===== src/verilog/slqc_map.svh =====
// register map, field positions, reset values and preset tables of the quick config block
`ifndef SLQC_MAP_SVH
`define SLQC_MAP_SVH

// register indices; byte address is four times the index
`define SLQC_IDX_QUICK 8'h5e
`define SLQC_IDX_MODE 8'h63
`define SLQC_IDX_LANES 8'h6e
`define SLQC_IDX_FMT_A 8'h72
`define SLQC_IDX_FMT_B 8'h73
`define SLQC_IDX_STATUS 8'h7e
`define SLQC_IDX_NONE 8'hff

// bus address slice holding the index
`define SLQC_ADDR_IDX_MSB 9
`define SLQC_ADDR_IDX_LSB 2
`define SLQC_ADDR_TOP_LSB 10

// field positions
`define SLQC_CODE_MSB 7
`define SLQC_MODE_MSB 3
`define SLQC_FIVE_MSB 4
`define SLQC_ST_IGN_BIT 8

// reset values
`define SLQC_QUICK_RST 8'h00
`define SLQC_MODE_RST 4'h0
`define SLQC_LANES_RST 5'h00
`define SLQC_FMT_RST 5'h00
`define SLQC_WORD_ZERO 32'h0000_0000

// preset codes
`define SLQC_CODE_NONE 8'h00
`define SLQC_CODE_GEN2 8'h02
`define SLQC_CODE_GEN4 8'h04
`define SLQC_CODE_GEN6 8'h06
`define SLQC_CODE_GEN8 8'h08
`define SLQC_CODE_DSR8 8'h48
`define SLQC_CODE_DDCH1 8'h81
`define SLQC_CODE_DDCH2 8'h82
`define SLQC_CODE_DDCL1 8'h91

// preset field values
`define SLQC_MODE_GEN 4'h0
`define SLQC_MODE_DSR 4'h4
`define SLQC_MODE_DDCH 4'h8
`define SLQC_MODE_DDCL 4'h9
`define SLQC_LANES_1 5'h00
`define SLQC_LANES_2 5'h01
`define SLQC_LANES_4 5'h03
`define SLQC_LANES_6 5'h05
`define SLQC_LANES_8 5'h07
`define SLQC_FMT_B 5'h0b
`define SLQC_FMT_F 5'h0f

`endif


===== src/verilog/slqc_pkg.sv =====
// types shared by the quick config block
package slqc_pkg;
    typedef logic [3:0] slqc_mode_t;
    typedef logic [4:0] slqc_five_t;
    typedef logic [7:0] slqc_code_t;
    typedef logic [7:0] slqc_idx_t;

    // bus front state
    typedef struct packed {
        logic hreadyout;
        logic hresp;
        logic wr_pend;
        slqc_idx_t wr_idx;
    } slqc_front_s;

    // register file state
    typedef struct packed {
        slqc_mode_t mode;
        slqc_five_t lanes;
        slqc_five_t fmt_a;
        slqc_five_t fmt_b;
        slqc_code_t last_code;
        logic last_ign;
        logic [31:0] hrdata;
    } slqc_regs_s;
endpackage : slqc_pkg


===== src/verilog/slqc_top.sv =====
// serial link quick configuration register bank with ahb-lite access
//
// Behaviour
// [RULE1] quick register clears itself after every write; reads always return zero
// [RULE2] quick register controls nothing directly; it only rewrites link fields
// [RULE3] software writes the quick code first, then any individual overrides
// [RULE4] code zero leaves every link field unchanged
// [RULE5] code 02 loads mode 0, lanes 1, format a 0b, format b 0f
// [RULE6] code 04 loads mode 0, lanes 3, format a 0b, format b 0f
// [RULE7] code 06 loads mode 0, lanes 5, both formats 0b
// [RULE8] code 08 loads mode 0, lanes 7, format a 0b, format b 0f
// [RULE9] code 48 loads mode 4, lanes 7, both formats 0f
// [RULE10] code 81 loads mode 8, lanes 0, both formats 0f
// [RULE11] code 82 loads mode 8, lanes 1, both formats 0f
// [RULE12] code 91 loads mode 9, lanes 0, both formats 0f
// [RULE13] any undefined code leaves every link field unchanged
// [RULE14] reserved codes 01, 42, 44 load no preset; the code leaves the link fields and status code but sets the status ignore bit
// [RULE15] a valid code updates all four fields together with the quick clear
`timescale 1ns/1ps
`include "slqc_map.svh"

module slqc_top #(
    parameter int DATA_W = 32
) (
    // clock and reset
    input wire logic hclk,
    input wire logic hresetn,
    // ahb-lite slave
    input wire logic hsel,
    input wire logic [31:0] haddr,
    input wire logic [1:0] htrans,
    input wire logic hwrite,
    input wire logic [2:0] hsize,
    input wire logic hready,
    input wire logic [DATA_W-1:0] hwdata,
    output logic hreadyout,
    output logic hresp,
    output logic [DATA_W-1:0] hrdata,
    // link configuration fields
    output slqc_pkg::slqc_mode_t cfg_mode,
    output slqc_pkg::slqc_five_t cfg_lanes,
    output slqc_pkg::slqc_five_t cfg_fmt_a,
    output slqc_pkg::slqc_five_t cfg_fmt_b
);
    // ------------------------------------------------------------------
    // elaboration check
    // ------------------------------------------------------------------
    if (DATA_W != 32) begin : g_bad_width
        $error("slqc_top serves a 32-bit data bus only");
    end

    // ------------------------------------------------------------------
    // declarations
    // ------------------------------------------------------------------
    slqc_pkg::slqc_regs_s r;
    slqc_pkg::slqc_regs_s next_r;
    logic wr_en;
    slqc_pkg::slqc_idx_t wr_idx;
    logic rd_en;
    slqc_pkg::slqc_idx_t rd_idx;
    slqc_pkg::slqc_code_t q_code;
    logic q_wr;
    logic pre_hit;
    slqc_pkg::slqc_mode_t pre_mode;
    slqc_pkg::slqc_five_t pre_lanes;
    slqc_pkg::slqc_five_t pre_fmt_a;
    slqc_pkg::slqc_five_t pre_fmt_b;

    // ------------------------------------------------------------------
    // read word builder
    // ------------------------------------------------------------------
    // narrow fields sit in the low bits, the rest read as zero
    function automatic logic [31:0] read_word(input slqc_pkg::slqc_regs_s v,
                                              input slqc_pkg::slqc_idx_t idx);
        logic [31:0] w;
        w = `SLQC_WORD_ZERO;
        case (idx)
            // [RULE1] quick reads zero
            `SLQC_IDX_QUICK: w[`SLQC_CODE_MSB:0] = `SLQC_QUICK_RST;
            `SLQC_IDX_MODE: w[`SLQC_MODE_MSB:0] = v.mode;
            `SLQC_IDX_LANES: w[`SLQC_FIVE_MSB:0] = v.lanes;
            `SLQC_IDX_FMT_A: w[`SLQC_FIVE_MSB:0] = v.fmt_a;
            `SLQC_IDX_FMT_B: w[`SLQC_FIVE_MSB:0] = v.fmt_b;
            `SLQC_IDX_STATUS: begin
                w[`SLQC_CODE_MSB:0] = v.last_code;
                w[`SLQC_ST_IGN_BIT] = v.last_ign;
            end
            default: w = `SLQC_WORD_ZERO;
        endcase
        return w;
    endfunction : read_word

    // ------------------------------------------------------------------
    // bus front and preset decoder
    // ------------------------------------------------------------------
    slqc_ahb_front u_front (
        .hclk(hclk),
        .hresetn(hresetn),
        .hsel(hsel),
        .haddr(haddr),
        .htrans(htrans),
        .hwrite(hwrite),
        .hready(hready),
        .hreadyout(hreadyout),
        .hresp(hresp),
        .wr_en(wr_en),
        .wr_idx(wr_idx),
        .rd_en(rd_en),
        .rd_idx(rd_idx)
    );

    // write data of the quick register is decoded in the data phase
    assign q_code = hwdata[`SLQC_CODE_MSB:0];
    assign q_wr = wr_en && (wr_idx == `SLQC_IDX_QUICK);

    slqc_preset_dec u_dec (
        .code(q_code),
        .hit(pre_hit),
        .mode(pre_mode),
        .lanes(pre_lanes),
        .fmt_a(pre_fmt_a),
        .fmt_b(pre_fmt_b)
    );

    // ------------------------------------------------------------------
    // register file next state
    // ------------------------------------------------------------------
    // writes land first so a read right behind a write sees the new value
    always_comb begin
        next_r = r;
        if (wr_en) begin
            case (wr_idx)
                `SLQC_IDX_QUICK: begin
                    next_r.last_ign = !pre_hit && (q_code != `SLQC_CODE_NONE);
                    // [RULE15] all fields in one update
                    if (pre_hit) begin
                        next_r.mode = pre_mode;
                        next_r.lanes = pre_lanes;
                        next_r.fmt_a = pre_fmt_a;
                        next_r.fmt_b = pre_fmt_b;
                        next_r.last_code = q_code;
                    end
                end
                // [RULE3] individual overrides after preset
                `SLQC_IDX_MODE: next_r.mode = hwdata[`SLQC_MODE_MSB:0];
                `SLQC_IDX_LANES: next_r.lanes = hwdata[`SLQC_FIVE_MSB:0];
                `SLQC_IDX_FMT_A: next_r.fmt_a = hwdata[`SLQC_FIVE_MSB:0];
                `SLQC_IDX_FMT_B: next_r.fmt_b = hwdata[`SLQC_FIVE_MSB:0];
                default: ;
            endcase
        end
        if (rd_en) begin
            next_r.hrdata = read_word(next_r, rd_idx);
        end
    end

    // ------------------------------------------------------------------
    // register file state
    // ------------------------------------------------------------------
    always_ff @(posedge hclk or negedge hresetn) begin
        if (!hresetn) begin
            r.mode <= `SLQC_MODE_RST;
            r.lanes <= `SLQC_LANES_RST;
            r.fmt_a <= `SLQC_FMT_RST;
            r.fmt_b <= `SLQC_FMT_RST;
            r.last_code <= `SLQC_QUICK_RST;
            r.last_ign <= 1'b0;
            r.hrdata <= `SLQC_WORD_ZERO;
        end else begin
            r <= next_r;
        end
    end

    // [RULE2] fields drive the link, quick register does not
    assign cfg_mode = r.mode;
    assign cfg_lanes = r.lanes;
    assign cfg_fmt_a = r.fmt_a;
    assign cfg_fmt_b = r.fmt_b;
    assign hrdata = r.hrdata;
endmodule : slqc_top


===== src/verilog/slqc_preset_dec.sv =====
// preset code decoder: code to the four link field values
`timescale 1ns/1ps
`include "slqc_map.svh"

module slqc_preset_dec (
    // code in
    input wire slqc_pkg::slqc_code_t code,
    // decoded preset
    output logic hit,
    output slqc_pkg::slqc_mode_t mode,
    output slqc_pkg::slqc_five_t lanes,
    output slqc_pkg::slqc_five_t fmt_a,
    output slqc_pkg::slqc_five_t fmt_b
);
    // table lookup; reserved and unknown codes give no hit
    always_comb begin
        hit = 1'b1;
        mode = `SLQC_MODE_GEN;
        lanes = `SLQC_LANES_1;
        fmt_a = `SLQC_FMT_F;
        fmt_b = `SLQC_FMT_F;
        case (code)
            // [RULE5] two lane generic
            `SLQC_CODE_GEN2: begin
                lanes = `SLQC_LANES_2;
                fmt_a = `SLQC_FMT_B;
            end
            // [RULE6] four lane generic
            `SLQC_CODE_GEN4: begin
                lanes = `SLQC_LANES_4;
                fmt_a = `SLQC_FMT_B;
            end
            // [RULE7] six lane generic
            `SLQC_CODE_GEN6: begin
                lanes = `SLQC_LANES_6;
                fmt_a = `SLQC_FMT_B;
                fmt_b = `SLQC_FMT_B;
            end
            // [RULE8] eight lane generic
            `SLQC_CODE_GEN8: begin
                lanes = `SLQC_LANES_8;
                fmt_a = `SLQC_FMT_B;
            end
            // [RULE9] double rate eight lanes
            `SLQC_CODE_DSR8: begin
                mode = `SLQC_MODE_DSR;
                lanes = `SLQC_LANES_8;
            end
            // [RULE10] wide downconverter one lane
            `SLQC_CODE_DDCH1: begin
                mode = `SLQC_MODE_DDCH;
            end
            // [RULE11] wide downconverter two lanes
            `SLQC_CODE_DDCH2: begin
                mode = `SLQC_MODE_DDCH;
                lanes = `SLQC_LANES_2;
            end
            // [RULE12] narrow downconverter one lane
            `SLQC_CODE_DDCL1: begin
                mode = `SLQC_MODE_DDCL;
            end
            // [RULE13] undefined codes miss
            default: begin
                hit = 1'b0;
            end
        endcase
    end
endmodule : slqc_preset_dec


===== src/verilog/slqc_ahb_front.sv =====
// ahb-lite slave front: address phase capture, zero wait state
`timescale 1ns/1ps
`include "slqc_map.svh"

module slqc_ahb_front (
    // clock and reset
    input wire logic hclk,
    input wire logic hresetn,
    // ahb-lite address phase
    input wire logic hsel,
    input wire logic [31:0] haddr,
    input wire logic [1:0] htrans,
    input wire logic hwrite,
    input wire logic hready,
    // bus answer
    output logic hreadyout,
    output logic hresp,
    // register side
    output logic wr_en,
    output slqc_pkg::slqc_idx_t wr_idx,
    output logic rd_en,
    output slqc_pkg::slqc_idx_t rd_idx
);
    slqc_pkg::slqc_front_s s;
    slqc_pkg::slqc_front_s next_s;
    logic take;
    logic mapped;
    slqc_pkg::slqc_idx_t a_idx;

    // address decode; upper address bits must be zero
    always_comb begin
        take = hsel && htrans[1] && hready;
        mapped = (haddr[31:`SLQC_ADDR_TOP_LSB] == 22'h000000);
        a_idx = mapped ? haddr[`SLQC_ADDR_IDX_MSB:`SLQC_ADDR_IDX_LSB] : `SLQC_IDX_NONE;
        next_s = s;
        next_s.hreadyout = 1'b1;
        next_s.hresp = 1'b0;
        next_s.wr_pend = take && hwrite;
        if (take) begin
            next_s.wr_idx = a_idx;
        end
    end

    // state register
    always_ff @(posedge hclk or negedge hresetn) begin
        if (!hresetn) begin
            s <= '{hreadyout: 1'b1, hresp: 1'b0, wr_pend: 1'b0, wr_idx: `SLQC_IDX_NONE};
        end else begin
            s <= next_s;
        end
    end

    assign hreadyout = s.hreadyout;
    assign hresp = s.hresp;
    assign wr_en = s.wr_pend;
    assign wr_idx = s.wr_idx;
    assign rd_en = take && !hwrite;
    assign rd_idx = a_idx;
endmodule : slqc_ahb_front


===== config.mk =====
export PLATFORM = sky130hd
export DESIGN_NAME = slqc_top
export DESIGN_NICKNAME = d
export VERILOG_FILES = /design/src/verilog/slqc_pkg.sv /design/src/verilog/slqc_top.sv /design/src/verilog/slqc_preset_dec.sv /design/src/verilog/slqc_ahb_front.sv
export VERILOG_INCLUDE_DIRS = /design/src /design/src/verilog
export SDC_FILE = /design/constraint.sdc
export NUM_CORES = 1
export LEC_CHECK = 0
export CAP_MARGIN = 20
export CELL_PAD_IN_SITES_DETAIL_PLACEMENT = 0
export CELL_PAD_IN_SITES_GLOBAL_PLACEMENT = 1
export CORE_ASPECT_RATIO = 1.75
export CORE_UTILIZATION = 45
export DETAILED_ROUTE_END_ITERATION = 10
export DONT_BUFFER_PORTS = 1
export HOLD_SLACK_MARGIN = 0.12
export PLACE_DENSITY = 0.83
export SYNTH_ARGS = -nofsm -noshare
export SYNTH_HDL_FRONTEND = slang
export SYNTH_HIERARCHICAL = 1
export SYNTH_SLANG_ARGS = --single-unit

===== constraint.sdc =====
create_clock -name hclk -period 5 [get_ports hclk]
set_input_delay 0 -clock hclk [delete_from_list [all_inputs] [get_ports hclk]]
set_output_delay 0 -clock hclk [all_outputs]
set_load 0.05 [all_outputs]

==> impl_metrics.toml <==
[timing]
drv_slew = 0
setup_tns_ps = 0
relSlewSlack = 0.428
hold_viol = 0
tightest_slew_ps = 858
finalSetupViolations = 0
rsz0062_at_grt = "no"
clock_skew_ps = 4.87
fin_crit_sh = 0.632
min_period_ps = 3160
max_freq_mhz = 316
hold_ws_ps = 126

[clock_network]
clkSlewWorstSetupHoldPaths_ps = 60
clkLatencyLatePin_ps = 290
cts_sinks = 46
cts_tree = "done"
cts_resized = 0
numCtsBuffers = 5
postCtsSetupBuffers = 0
cts_buffer_depth = 2
cts-htree-levels = 2
cts-root-buf = "clkbuf_16"

[layout]
drive_gt1_frac = 0.108
final_nets = 443
seq_area_sq_um = 1160
multiInputGateArea_sq_um = 1730
syn_to_final_growth_pct = 3.92
antennaDiodeCount = 0
fin_cells = 456
fillers = 723

[logic_synthesis]
synth_area_sq_um = 3390
synth_edf_count = 0
synth_area_leaders = "dfrtp_1, buf_4, dfstp_2"
yosysSeqAreaShare = 0.343
async_reset_ff_frac = 1.00
netlist_instances = 379
synth-seq-cells = 46
synth_top_area_frac = 0.281
yosys-top-cells-count = "buf_4, dfrtp_1, nor2_1, nand2_1"
yosys_warnings = 6
synthFlopType = "dfrtp_1"
synth.most_common_cell = "buf_4"
syn_avg_cell_area_sq_um = 8.94
synth_top_cell_by_area = "dfrtp_1"
synth_cell_type_count = 61

[routing]
wl_per_cell_microns = 18.8
drc = 0
final_antenna_net_count = 0
vias = 2675
drt-total-wl_mm = 8.59
drt_iter0_markers = 137
first_pass_iters = 4
via_per_inst = 5.87

[global_route]
grt.overflow.total = 0
grt_pass1_wl_mm = 13.1
first_global_vias = 2701
grt_max_degree = 47
grt.total_usage = 0.230
antenna_found_initial = 0

[die]
die_x_microns = 67.6
rows = 41
die_y_microns = 117
ios = 127
core_region_area_sq_um = 7230
start_util = 0.468
dieArea_sq_um = 7890

[worst_hold_path]
hp-class = "in2reg"

[place]
gp_congestion = 0.907
dp_cells = 421
dpl.hpwl_mm = 6.18
port-buffer-count = 0

[critical_path]
crit_required_ps = 5150
criticalPathCategory = "reg2reg"
cp.arrival_ps = 3310
crit_fanout = 11
cp-end-kind = "register"
crit_path_start_kind = "register"

[job]
drv_cap = 0

[pwr]
p_per_area_nw_per_um2 = 235
ir_drop_mv = 0.132
p_leak_nw = 1.53

[run_status]
status = "complete, no violations"
[per-layer routing]
| metal | vias up | global-route usage | share of wire |
|---|---|---|---|
| li1 | 1249 | - | - |
| met4 | 0 | 0.143 | 0.051 |
| met1 | 1267 | 0.223 | 0.35 |
| met2 | 132 | 0.417 | 0.53 |
| met3 | 27 | 0.0557 | 0.073 |
| met5 | - | 0 | 0 |
[report_power, final]
part | switching (W) | total, W | internal, W
sequential | 0.0000195 | 0.000396 | 0.000377
clock | 0.000140 | 0.000338 | 0.000198
combinational | 0.0000688 | 0.0000922 | 0.0000234
total | 0.000228 | 0.000827 | 0.000599
[worst max-delay path, cell delays in order (launching register included)]
cell      delay, ps
dfstp_2         540
and4b_1         520
and2_0          540
o21ai_0         380
a221o_1         490
a221oi_1        420
a21oi_1         120
[kinds of logic after synthesis]
kind of cell	count (synthesis)	share of synthesized area
flops	46	0.343
xor+xnor	1	0.00259
compound gates	81	0.175
other cells	5	0.00554
simple gates	135	0.236
mux	18	0.0576
buf+inv	93	0.180
[layout by cell type (no fill, tap or decap), types with 9 or more instances in the layout]
cell type,count
a21oi_1,12
a221o_1,10
and3_1,10
conb_1,36
dfrtp_1,38
dlygate4sd3_1,26
inv_1,14
mux2i_1,9
nand2_1,22
nand3_1,10
nand3b_1,10
nor2_1,28
nor2b_1,10
o21ai_0,14
[flip-flops by register name (all words and copies together) (netlist names)]
signal          flops
hrdata              9
r                   9
u_front/wr_idx      8
cfg_fmt_a           5
cfg_fmt_b           5
cfg_lanes           5
cfg_mode            4
u_front/wr_en       1
[worst paths after layout]
check,from,to,slack [ps],cells after the start
min,hwrite,hrdata[7],130,4
max,u_front/wr_idx[2],hrdata[4],1840,6
max in group asynchronous,hresetn,u_front/wr_idx[5],4520,2
max reg2reg,u_front/wr_idx[2],hrdata[4],1840,6
min reg2reg,r[32],r[32],490,1
min in group asynchronous,hresetn,cfg_mode[3],210,2
[area by class of cell]
type | instances | area share
multi-input cells | 271 | 0.492
flip-flops and latches | 46 | 0.330
repair buffers | 31 | 0.0903
clock buffers | 7 | 0.0405
well taps | 86 | 0.0306
inverters | 14 | 0.0149
clock inverters | 1 | 0.00142
[stage by stage]
| stage | total power, W | util | instance area (sq um) | worst slack, ps |
|---|---|---|---|---|
| finish | 0.000827 | 0.487 | 3520 | 1840 |
| floorplan | 0.000492 | - | 3500 | 2440 |
| global route | 0.000849 | 0.487 | 3520 | 1730 |
| CTS | 0.000829 | 0.487 | 3520 | 1850 |
| detailed placement | 0.000469 | 0.426 | 3080 | 1880 |
| global placement | 0.000468 | 0.426 | 3080 | 1830 |
[timing repair]
| action | 4_1_cts | 5_1_grt |
|---|---|---|
| endpoints found under the hold margin | 85 | 0 |
| endpoints found under the setup margin | 0 | 0 |
| hold buffers | 27 | 0 |
Power figures use the tool's default switching activity.
